===== config.mk =====
export PLATFORM = sky130hd
export DESIGN_NAME = rllc_regs
export DESIGN_NICKNAME = d
export VERILOG_FILES = /design/src/inc/rllc_pkg.sv /design/src/verilog/rllc_regs.sv /design/src/verilog/rllc_sync_count.sv
export SDC_FILE = /design/constraint.sdc
export NUM_CORES = 1
export LEC_CHECK = 0
export ABC_CLOCK_PERIOD_IN_PS = 4019
export CAP_MARGIN = 20
export CORE_MARGIN = 2
export CORE_UTILIZATION = 45
export CTS_CLUSTER_SIZE = 16
export DETAILED_ROUTE_END_ITERATION = 8
export DONT_BUFFER_PORTS = 1
export GPL_TIMING_DRIVEN = 0
export PLACE_DENSITY = 0.61
export SYNTH_ARGS = -nofsm -noshare
export SYNTH_HDL_FRONTEND = slang
export SYNTH_SLANG_ARGS = --single-unit

===== constraint.sdc =====
create_clock -name ref_clk -period 4.02 [get_ports ref_clk]
set_input_delay 0 -clock ref_clk [delete_from_list [all_inputs] [get_ports ref_clk]]
set_output_delay 0 -clock ref_clk [all_outputs]
set_load 0.05 [all_outputs]

===== src/inc/rllc_pkg.sv =====
package rllc_pkg;

    // Register offsets
    localparam logic [7:0] FREE_RUN_VOLTAGE_HIGH_ADDR = 8'h18;
    localparam logic [7:0] FREE_RUN_VOLTAGE_LOW_ADDR  = 8'h19;
    localparam logic [7:0] CONVERTER_DISABLE_ADDR     = 8'h1a;
    localparam logic [7:0] REFERENCE_LOSS_THRESH_ADDR = 8'h1b;
    localparam logic [7:0] LOCK_LOSS_THRESH_ADDR      = 8'h1c;
    localparam logic [7:0] LOCK_ALIGN_MASK_ADDR       = 8'h1d;
    localparam logic [7:0] STATUS_ADDR                = 8'h1e;

    // Field positions
    localparam int DAC_DISABLE_BIT    = 0;
    localparam int ADC_DISABLE_BIT    = 1;
    localparam int SYNC_MISS_LSB      = 4;
    localparam int REF_LOSS_LSB       = 0;
    localparam int RSVD_ONE_BIT       = 3;
    localparam int LOCK_HIDE_LSB      = 4;

    // Reset values
    localparam logic [7:0] FREE_RUN_LOW_RST  = 8'hff;
    localparam logic [1:0] FREE_RUN_HIGH_RST = 2'h1;
    localparam logic [1:0] CONV_DIS_RST      = 2'h0;
    localparam logic [2:0] SYNC_MISS_RST     = 3'h0;
    localparam logic [2:0] REF_LOSS_RST      = 3'h1;
    localparam logic [4:0] LOCK_LOSS_RST     = 5'h10;
    localparam logic [7:0] MASK_RST          = 8'h00;

    // Number of supervised PLLs
    localparam int NUM_PLL = 4;

endpackage


===== src/verilog/rllc_regs.sv =====
// Chosen here: the address-and-strobe port.
`timescale 1ns/1ps
`default_nettype none
// Summary of operation
// - A write to the low voltage register replaces bits 7:0 of the free-run voltage; reset 0xff.
// - A write to the high voltage register replaces bits 9:8 of the free-run voltage; reset 01.
// - In free-run mode the free-run voltage is driven onto the loop filter output.
// - Converter disable bit 1 drives the holdover ADC disable output; reset zero.
// - Converter disable bit 0 drives the DAC disable output; reset zero.
// - Bits 6:4 of the reference threshold add clocks before the sync-missing flag rises.
// - Bits 2:0 give the missing line-sync periods before reference loss; reset 001.
// - Bits 4:0 of the lock threshold give the periods before lock loss; reset 10000.
// - Mask bit 7 hides the fourth PLL from the global lock flag.
// - Mask bit 6 hides the third PLL from the global lock flag.
// - Mask bits 5 and 4 hide the second and first PLL from the global lock flag.
module rllc_regs (
    input  wire logic       ref_clk,
    input  wire logic       rstn,
    input  wire logic [7:0] reg_addr,
    input  wire logic [7:0] reg_wdata,
    input  wire logic       reg_wr,
    input  wire logic       reg_rd,
    output logic      [7:0] reg_rdata,
    input  wire logic       free_run_mode,
    input  wire logic [9:0] tracked_voltage,
    input  wire logic       line_sync,
    input  wire logic [3:0] pll_locked,
    output logic      [9:0] loop_filter_pin,
    output logic            adc_disable,
    output logic            dac_disable,
    output logic            sync_missing,
    output logic            reference_loss,
    output logic            lock_loss,
    output logic            global_lock
);

    ////////////////////////////////////////////////////////////////////////////////
    // Reset release and pin synchronisers

    logic       rst_meta_ff;
    logic       rst_n;
    logic       mode_meta_ff;
    logic       mode_ff;
    logic       sync_meta_ff;
    logic       sync_ff;
    logic       sync_prev_ff;
    logic [3:0] lock_meta_ff;
    logic [3:0] lock_ff;

    // Reset released through two flip-flops
    always_ff @(posedge ref_clk or negedge rstn) begin
        if (!rstn) begin
            rst_meta_ff <= 1'b0;
            rst_n       <= 1'b0;
        end else begin
            rst_meta_ff <= 1'b1;
            rst_n       <= rst_meta_ff;
        end
    end

    // Two-stage synchronisers for pin inputs
    always_ff @(posedge ref_clk or negedge rst_n) begin
        if (!rst_n) begin
            mode_meta_ff <= 1'b0;
            mode_ff      <= 1'b0;
            sync_meta_ff <= 1'b0;
            sync_ff      <= 1'b0;
            sync_prev_ff <= 1'b0;
            lock_meta_ff <= 4'h0;
            lock_ff      <= 4'h0;
        end else begin
            mode_meta_ff <= free_run_mode;
            mode_ff      <= mode_meta_ff;
            sync_meta_ff <= line_sync;
            sync_ff      <= sync_meta_ff;
            sync_prev_ff <= sync_ff;
            lock_meta_ff <= pll_locked;
            lock_ff      <= lock_meta_ff;
        end
    end

    logic sync_rise;
    assign sync_rise = sync_ff & ~sync_prev_ff;

    ////////////////////////////////////////////////////////////////////////////////
    // Register file

    logic [7:0] free_low_ff;
    logic [1:0] free_high_ff;
    logic [1:0] conv_dis_ff;
    logic [2:0] sync_miss_ff;
    logic [2:0] ref_limit_ff;
    logic [4:0] lock_limit_ff;
    logic [7:0] mask_ff;

    function automatic logic hit(input logic [7:0] addr, input logic [7:0] target);
        hit = (addr == target);
    endfunction

    // Software writes
    always_ff @(posedge ref_clk or negedge rst_n) begin
        if (!rst_n) begin
            free_low_ff   <= rllc_pkg::FREE_RUN_LOW_RST;
            free_high_ff  <= rllc_pkg::FREE_RUN_HIGH_RST;
            conv_dis_ff   <= rllc_pkg::CONV_DIS_RST;
            sync_miss_ff  <= rllc_pkg::SYNC_MISS_RST;
            ref_limit_ff  <= rllc_pkg::REF_LOSS_RST;
            lock_limit_ff <= rllc_pkg::LOCK_LOSS_RST;
            mask_ff       <= rllc_pkg::MASK_RST;
        end else if (reg_wr) begin
            if (hit(reg_addr, rllc_pkg::FREE_RUN_VOLTAGE_LOW_ADDR)) begin
                free_low_ff <= reg_wdata;
            end
            if (hit(reg_addr, rllc_pkg::FREE_RUN_VOLTAGE_HIGH_ADDR)) begin
                free_high_ff <= reg_wdata[1:0];
            end
            if (hit(reg_addr, rllc_pkg::CONVERTER_DISABLE_ADDR)) begin
                conv_dis_ff <= reg_wdata[1:0];
            end
            if (hit(reg_addr, rllc_pkg::REFERENCE_LOSS_THRESH_ADDR)) begin
                sync_miss_ff <= reg_wdata[rllc_pkg::SYNC_MISS_LSB +: 3];
                ref_limit_ff <= reg_wdata[rllc_pkg::REF_LOSS_LSB +: 3];
            end
            if (hit(reg_addr, rllc_pkg::LOCK_LOSS_THRESH_ADDR)) begin
                lock_limit_ff <= reg_wdata[4:0];
            end
            if (hit(reg_addr, rllc_pkg::LOCK_ALIGN_MASK_ADDR)) begin
                mask_ff <= reg_wdata;
            end
        end
    end

    // Read data, one cycle after the strobe; unmapped reads return zero
    always_ff @(posedge ref_clk or negedge rst_n) begin
        if (!rst_n) begin
            reg_rdata <= 8'h00;
        end else if (reg_rd) begin
            case (reg_addr)
                rllc_pkg::FREE_RUN_VOLTAGE_HIGH_ADDR: reg_rdata <= {6'h00, free_high_ff};
                rllc_pkg::FREE_RUN_VOLTAGE_LOW_ADDR:  reg_rdata <= free_low_ff;
                rllc_pkg::CONVERTER_DISABLE_ADDR:     reg_rdata <= {6'h00, conv_dis_ff};
                rllc_pkg::REFERENCE_LOSS_THRESH_ADDR: reg_rdata <= {1'b0, sync_miss_ff, 1'b1,
                                                                    ref_limit_ff};
                rllc_pkg::LOCK_LOSS_THRESH_ADDR:      reg_rdata <= {3'h0, lock_limit_ff};
                rllc_pkg::LOCK_ALIGN_MASK_ADDR:       reg_rdata <= mask_ff;
                rllc_pkg::STATUS_ADDR:                reg_rdata <= {4'h0, global_lock, lock_loss,
                                                                    reference_loss, sync_missing};
                default:                              reg_rdata <= 8'h00;
            endcase
        end else begin
            reg_rdata <= 8'h00;
        end
    end

    ////////////////////////////////////////////////////////////////////////////////
    // Converter controls and loop filter drive

    // Disable outputs follow the register bits
    always_ff @(posedge ref_clk or negedge rst_n) begin
        if (!rst_n) begin
            adc_disable <= 1'b0;
            dac_disable <= 1'b0;
        end else begin
            adc_disable <= conv_dis_ff[rllc_pkg::ADC_DISABLE_BIT];
            dac_disable <= conv_dis_ff[rllc_pkg::DAC_DISABLE_BIT];
        end
    end

    // Free-run voltage in free-run mode, tracked voltage otherwise
    always_ff @(posedge ref_clk or negedge rst_n) begin
        if (!rst_n) begin
            loop_filter_pin <= {rllc_pkg::FREE_RUN_HIGH_RST, rllc_pkg::FREE_RUN_LOW_RST};
        end else if (mode_ff) begin
            loop_filter_pin <= {free_high_ff, free_low_ff};
        end else begin
            loop_filter_pin <= tracked_voltage;
        end
    end

    ////////////////////////////////////////////////////////////////////////////////
    // Line-sync period timing

    logic [15:0] period_cnt_ff;
    logic [15:0] period_len_ff;
    logic        period_tick;
    logic        missed_ff;
    logic [2:0]  extra_cnt_ff;

    // Learns the period only across a clean interval, so a sync after a loss keeps it
    always_ff @(posedge ref_clk or negedge rst_n) begin
        if (!rst_n) begin
            period_cnt_ff <= 16'h0000;
            period_len_ff <= 16'hffff;
            missed_ff     <= 1'b0;
        end else if (sync_rise) begin
            period_len_ff <= missed_ff ? period_len_ff : period_cnt_ff;
            period_cnt_ff <= 16'h0000;
            missed_ff     <= 1'b0;
        end else if (period_tick) begin
            period_cnt_ff <= 16'h0000;
            missed_ff     <= 1'b1;
        end else begin
            period_cnt_ff <= period_cnt_ff + 16'h0001;
        end
    end

    assign period_tick = !sync_rise && (period_cnt_ff >= period_len_ff);

    // Extra clock wait after a missed period before the sync-missing flag
    always_ff @(posedge ref_clk or negedge rst_n) begin
        if (!rst_n) begin
            extra_cnt_ff <= 3'h0;
            sync_missing <= 1'b0;
        end else if (sync_rise) begin
            extra_cnt_ff <= 3'h0;
            sync_missing <= 1'b0;
        end else if (period_tick) begin
            extra_cnt_ff <= 3'h1;
            sync_missing <= sync_missing | (sync_miss_ff == 3'h0);
        end else if (extra_cnt_ff != 3'h0) begin
            if (extra_cnt_ff >= sync_miss_ff) begin
                sync_missing <= 1'b1;
                extra_cnt_ff <= 3'h0;
            end else begin
                extra_cnt_ff <= extra_cnt_ff + 3'h1;
            end
        end
    end

    logic ref_trip;
    logic lock_trip;

    // Reference loss counter
    rllc_sync_count #(
        .WIDTH(3)
    ) u_ref_count (
        .ref_clk    (ref_clk),
        .rst_n      (rst_n),
        .sync_pulse (sync_rise),
        .period_tick(period_tick),
        .limit      (ref_limit_ff),
        .tripped    (ref_trip)
    );

    // Lock loss counter
    rllc_sync_count #(
        .WIDTH(5)
    ) u_lock_count (
        .ref_clk    (ref_clk),
        .rst_n      (rst_n),
        .sync_pulse (sync_rise),
        .period_tick(period_tick),
        .limit      (lock_limit_ff),
        .tripped    (lock_trip)
    );

    ////////////////////////////////////////////////////////////////////////////////
    // Lock supervision

    logic [3:0] lock_seen;

    // Masked PLLs count as locked
    genvar g;
    generate
        for (g = 0; g < rllc_pkg::NUM_PLL; g++) begin : g_lock
            assign lock_seen[g] = lock_ff[g]
                                | mask_ff[rllc_pkg::LOCK_HIDE_LSB + g];
        end
    endgenerate

    // Status outputs
    always_ff @(posedge ref_clk or negedge rst_n) begin
        if (!rst_n) begin
            reference_loss <= 1'b0;
            lock_loss      <= 1'b0;
            global_lock    <= 1'b0;
        end else begin
            reference_loss <= ref_trip;
            lock_loss      <= lock_trip;
            global_lock    <= &lock_seen;
        end
    end
endmodule
`default_nettype wire


===== src/verilog/rllc_sync_count.sv =====
`timescale 1ns/1ps
`default_nettype none
// Counts line-sync periods without a sync pulse and flags when a limit is reached
module rllc_sync_count #(
    parameter int WIDTH = 5
) (
    input  wire logic             ref_clk,
    input  wire logic             rst_n,
    input  wire logic             sync_pulse,
    input  wire logic             period_tick,
    input  wire logic [WIDTH-1:0] limit,
    output logic                  tripped
);

    logic [WIDTH-1:0] miss_cnt_ff;

    // Missing periods counted between sync pulses, saturating at the limit
    always_ff @(posedge ref_clk or negedge rst_n) begin
        if (!rst_n) begin
            miss_cnt_ff <= '0;
        end else if (sync_pulse) begin
            miss_cnt_ff <= '0;
        end else if (period_tick && miss_cnt_ff < limit) begin
            miss_cnt_ff <= miss_cnt_ff + WIDTH'(1);
        end
    end

    // Tripped once the count reaches a non-zero limit
    always_ff @(posedge ref_clk or negedge rst_n) begin
        if (!rst_n) begin
            tripped <= 1'b0;
        end else begin
            tripped <= (limit != '0) && (miss_cnt_ff >= limit) && !sync_pulse;
        end
    end

endmodule
`default_nettype wire

Yosys cells after proc, flatten, opt, wreduce, memory -nomap -nowiden. Cells that the tools add are included.

$add $sub $neg: 4. Multipliers: 0. Div/mod/pow operators: 0. Magnitude comparators: 6. Eq/ne operators: 7. Shift operators: 0. Muxes and demuxes: 19. Bitwise operators: 8. Reduce and logical (&&, ||, !) cells: 26.

Operator list (number): 8-bit by 5-bit equality test with 1-bit output (second input constant) (7); 8-bit case mux with 7 select lines (1); 16-bit 2-to-1 mux (2); 3-bit 2-to-1 mux (6); 16-bit by 1-bit adder with 16-bit output (second input constant) (1); 16-bit greater-or-equal comparator (1); 2-bit AND reduction (8); 3-bit nonzero test (4); 10-bit 2-to-1 mux (1); 5-bit 2-to-1 mux (2); 8-bit 2-to-1 mux (1); 1-bit logical AND (7); 3-bit by 1-bit adder with 3-bit output (second input constant) (2); 3-bit greater-or-equal comparator (2); 1-bit 2-to-1 mux (6); 2-bit nonzero test (3); 5-bit by 1-bit adder with 5-bit output (second input constant) (1); 5-bit greater-or-equal comparator (1); 5-bit less-than comparator (1); 1-bit bitwise OR (5); 5-bit nonzero test (1); 4-bit AND reduction (1); 3-bit zero test (1); 3-bit less-than comparator (1); other kinds (3) (4).

Register bits after elaboration: 116. Latch bits: 0. Memory bits (writable): 0. ROM bits: 0. Input port bits: 36. Word-level logic and storage cells: 102. Memories: 0.

Logic depth before layout (Yosys ltp).
Word-level depth: 7. Depth in mapped cells: 10.

Modules after synthesis. A second synthesis with hierarchy kept.

Cell total of the unflattened synthesis: 466. Area, all modules: 5454.0 µm².

By module, submodules not included: rllc_regs (times used 1, cells each 392, area each 4755.8 µm², seq. area each 2697.6 µm²); rllc_sync_count at u_lock_count (times used 1, cells each 47, area each 432.9 µm², seq. area each 150.1 µm²); rllc_sync_count at u_ref_count (times used 1, cells each 27, area each 265.3 µm², seq. area each 100.1 µm²).

Worst setup path after synthesis. OpenSTA, ideal clock, no wires.

Path kind: flip-flop to flip-flop. Start point: register period_cnt_ff[0]. End point: register sync_missing. Arrival time: 2.046 ns. Required time: 3.896 ns. Setup slack: 1.851 ns. Cell stages (with the launch flop): 10. Clock period less this slack: 2.169 ns. Cell sequence: dfrtp_1 -> inv_1 -> ha_1 -> nand2b_1 -> a2111o_1 -> a32oi_2 -> and3_1 -> buf_6 -> nor4_1 -> o31a_1.

Word-level cells in the longest chain between the ends: 4. Elaborated cells on any way between the ends: 7. Those cells by class: 1 x order compare; 2 x mux; 4 x reduce/logical.

Ends and longest elaborated chain: start: declaration (line rllc_regs.sv:183) `logic [15:0] period_cnt_ff;`; start signal: assignment (line rllc_regs.sv:203) `period_cnt_ff <= period_cnt_ff + 16'h0001;`; 16-bit greater-or-equal comparator (*) (line rllc_regs.sv:207) `assign period_tick = !sync_rise && (period_cnt_ff >= period_len_ff);`; 1-bit logical AND (*) (line rllc_regs.sv:207); 3-bit nonzero test (no source line) or 1-bit 2-to-1 mux (tied branches); 2-bit AND reduction (no source line) or 1-bit 2-to-1 mux (tied branches); end signal: assignment (line rllc_regs.sv:219) `sync_missing <= sync_missing | (sync_miss_ff == 3'h0);`; end: declaration (line rllc_regs.sv:31) `output logic sync_missing,`.

Every way passes the cells marked *; elsewhere a longest branch is shown, timed or not. A chain may end at the register's enable or synchronous reset.

Worst setup path after layout.
Start point: register period_len_ff[15]. End point: register period_cnt_ff[11].

Word-level cells in the longest chain between the ends: 4.

Ends and longest elaborated chain: start: declaration (line rllc_regs.sv:184) `logic [15:0] period_len_ff;`; start signal: assignment (line rllc_regs.sv:196) `period_len_ff <= missed_ff ? period_len_ff : period_cnt_ff;`; 16-bit greater-or-equal comparator (line rllc_regs.sv:207); 1-bit logical AND (line rllc_regs.sv:207); 16-bit 2-to-1 mux (line rllc_regs.sv:199) `end else if (period_tick) begin`; 16-bit 2-to-1 mux (line rllc_regs.sv:195) `end else if (sync_rise) begin`.

No other way between the ends.

==> summary.md <==
| Metric | Value |
|---|---|
| Cts bufs inserted | 17 |
| Max cap viols | 0 |
| Synthesis Warnings | 0 |
| Residual DRC count | 0 |
| Final setup TNS | 0 ns |
| Number of vias per cell | ~5.3 |
| Crit start category | register |
| Post-Syn Instances | roughly 480 |
| Vias in the first global route | 3730 |
| Fin crit share | a little under two thirds |
| Seq cells post-synth | about 120 |
| CTS tree | built |
| Initial antenna violation count | 0 |
| Commonest non-fill, non-tap cell in the layout | dfrtp_1 |
| Net Sw Frac | around 23% |
| CTS sink count | around 120 |
| Die height | around 110 um |
| Total congestion overflow | 0 |
| Worst hold margin | 0.0395 ns |
| Die area | 12900 sq um |
| CP Class | register to register |
| Mean Syn Cell Area | between 10 and 15 sq um |
| Clk_lat worst skew | approximately 0.41 ns |
| Cell Area, Synth | ~5400 sq um |
| TritonRoute pass-1 iters | 4 |
| RSZ-0062 raised after global routing | no |
| Layout cells sized above 1 | a little under a quarter |
| RD Place Congestion | about 0.81 |
| P_sw | 0.000723 W |
| Status | completed |
| Vias | roughly 3600 |
| Part of the Yosys area used for sequential elements | 54.6% |
| Crit path capture type | register |
| Final-report max-slew violation count | 0 |
| Ys async rst share | 100% |
| Final number of hold-violating endpoints | 0 |
| Ys flop type | dfrtp_1 |
| Most frequent cells in the layout | 79 x dfrtp_1, 45 x mux2_2, 41 x nor2_1 |
| Setup Viol. Count Final | 0 |
| Required @ worst endpoint | ~4.4 ns |
| Count of nets after finishing | 590 |
| Core Rows | 40 |
| Die W | approximately 110 um |
| CP max FO | 10 |
| P_leak | around 2.8 nW |
| Final ANT Viol Nets | 0 |
| Clock Power Share | between 40% and 50% |
| Fillcell total | roughly 1000 |
| CP max-delay cell | a311oi_1 |
| Diode count | 0 |
| Synth area leader | dfrtp_1 |
| Detailed Route Iter0 Violations | about 170 |
| Largest net degree at the start of global routing | a little over 70 |
| Max VDD drop | 0.273 mV |
| Clk slew on worst S/H paths | 0.05 ns |
| CTS H-Tree Depth | 4 |
| Post-synth cell types | 46 |
| Gr usage total | between 10% and 20% |
| Fmax | roughly 390 MHz |
| Worst path max stage delay | slightly below 0.6 ns |
| Placed cell count | ~620 |
| I/O pins | 60 |
| Top post-synthesis cells by area | dfrtp_1 37%, dfstp_2 18%, mux2_2 9.4%, ha_1 7.4%, nor2_1 2.8% |
| Root buf cell | clkbuf_16 |
| Final Instance Count excl. Fillers | 681 |
| DP HPWL | roughly 7600 um |
| Slew @ Worst Pin | between 0.6 and 0.7 ns |
| Power Internal | 0.00242 W |
| Clk_skew | around 0.0059 ns |
| Power density over the cells | 483 nW/um^2 |
| Core Area | roughly 12000 sq um |
| CP cell instances | inv_1 -> ha_1 -> nand4_1 -> nor2_1 -> a311oi_1 -> and3_1 -> buf_6 -> nand2_4 -> buf_6 -> nor2_1 |
| Final Cell Area | 6490 sq um |
| Register share of total power | between 40 and 50% |
| Number of port buffers | 0 |
| First-pass GRT wire length | between 15000 and 20000 um |
| Post-synth net total | around 540 |
| DR WL/cell | approximately 16 um |
| Area share of the largest cell type after synthesis | between 30% and 40% |
| CP arrival | a little under 3 ns |
| Max clock buf depth | 2 |
| Post-CTS resize count | 0 |
| Cell Area, Placed | ~5600 sq um |
| Synth-to-layout area growth | 20.2% |
| Worst hold-check path type | input pin to register |
| Routed WL | between 10000 and 15000 um |
| EDFF count, synth | 0 |
| Comb pwr share | approximately 8.6% |
| Fin crit period | between 2 and 3 ns |
| Relative slew slack | a little under three fifths |
| Starting Density | a little under half |
## worst max-delay path: cells and delay by family, from the launching register on
family	cells	cell delay, ns
flip-flops	1	0.51
adder cells (fa/ha/maj)	1	0.29
buffers and inverters	3	0.34
AND/OR/NAND/NOR	5	0.76
AO/OA/AOI/OAI	1	0.59
## power by group through the flow
stage,Clock (W),Combinational (W),Sequential (W)
6_report,0.00154,0.000271,0.00133
5_1_grt,0.00163,0.000319,0.00134
4_1_cts,0.00158,0.000274,0.00133
3_5_place_dp,0,0.000248,0.00135
3_3_place_gp,0,0.000222,0.00136
2_1_floorplan,0,0.000195,0.00134
## through the flow
stage               total power (W)  util, %  worst slack [ns]
finish                      0.00314     54.7              1.45
global route                0.00329     54.7              1.26
CTS                         0.00318     54.7              1.43
detailed placement          0.00160     47.3              1.45
global placement            0.00158     47.1            -0.625
floorplan                   0.00153        -             0.612
## routing by layer
| layer | up-vias | routed length, um | track usage, % |
|---|---|---|---|
| li1 | 1740 | - | - |
| met1 | 1779 | 4850 | 22.8 |
| met2 | 91 | 5060 | 28.7 |
| met3 | 24 | 460 | 5.10 |
| met4 | 0 | 315 | 10.0 |
| met5 | - | 0 | 0 |
## logic make-up after synthesis
| family | after synthesis | synth area share (%) |
|---|---|---|
| flops | 116 | 54.6 |
| other cells | 1 | 0.0694 |
| buf+inv | 49 | 3.82 |
| mux | 53 | 11.3 |
| compound gates | 69 | 7.85 |
| xor+xnor | 16 | 2.60 |
| fa+ha+maj | 32 | 7.41 |
| simple gates | 139 | 12.3 |
## state kept, by name, indices dropped and copies added, names as in the netlist, 2 cells and up
name                      count
period_cnt_ff                16
period_len_ff                16
loop_filter_pin              10
free_low_ff                   8
mask_ff                       8
reg_rdata                     8
lock_limit_ff                 5
u_lock_count.miss_cnt_ff      5
lock_ff                       4
lock_meta_ff                  4
extra_cnt_ff                  3
ref_limit_ff                  3
sync_miss_ff                  3
u_ref_count.miss_cnt_ff       3
conv_dis_ff                   2
free_high_ff                  2
## layout make-up
cell class / instances / area (sq um) / share of cell area, %
clock buffer: 21 / 450 / 6.94
tap: 147 / 184 / 2.83
clock inverter: 10 / 156 / 2.41
inverter: 32 / 120 / 1.85
timing repair buffer: 28 / 298 / 4.59
buffer: 17 / 86.3 / 1.33
sequential: 116 / 2950 / 45.5
multi-input combinational: 310 / 2250 / 34.6
## cells in the mapped netlist (2+ instances only)
cell      count
nor3_1        7
nand3b_1      2
a31oi_1       3
o22ai_1       2
nand2_1      35
clkbuf_1     10
a311oi_1      2
dfstp_2      36
inv_1        32
xor2_1        9
o21ai_0      29
a22oi_1       2
ha_1         32
nand2b_1      6
nor2_1       41
mux4_2        2
a21o_1        4
mux2i_1       6
mux2_2       45
and3_1        9
buf_2         3
a32oi_1       4
nor2b_1       6
xnor2_1       7
nor4_1        2
buf_6         2
dfrtp_1      80
a21oi_1      16
nand3_1      18
nand4_1       7
## path summary, 6_finish.rpt
path | from | to | slack, ns | depth (start not counted)
max | period_len_ff[15] | period_cnt_ff[11] | 1.45 | 10
min | reg_addr[2] | reg_rdata[2] | 0.04 | 3
max reg2reg | period_len_ff[15] | period_cnt_ff[11] | 1.45 | 10
min reg2reg | rst_n | lock_meta_ff[3] | 0.34 | 0
max in group asynchronous | rst_n | loop_filter_pin[0] | 2.90 | 1
min in group asynchronous | rstn | rst_n | 0.34 | 2
## timing repair
| action | 4_1_cts | 5_1_grt |
|---|---|---|
| hold buffers | 27 | 0 |
| setup buffers | 0 | 0 |
| endpoints found under the hold margin | 57 | 0 |
(Power assumes the default switching activity.)
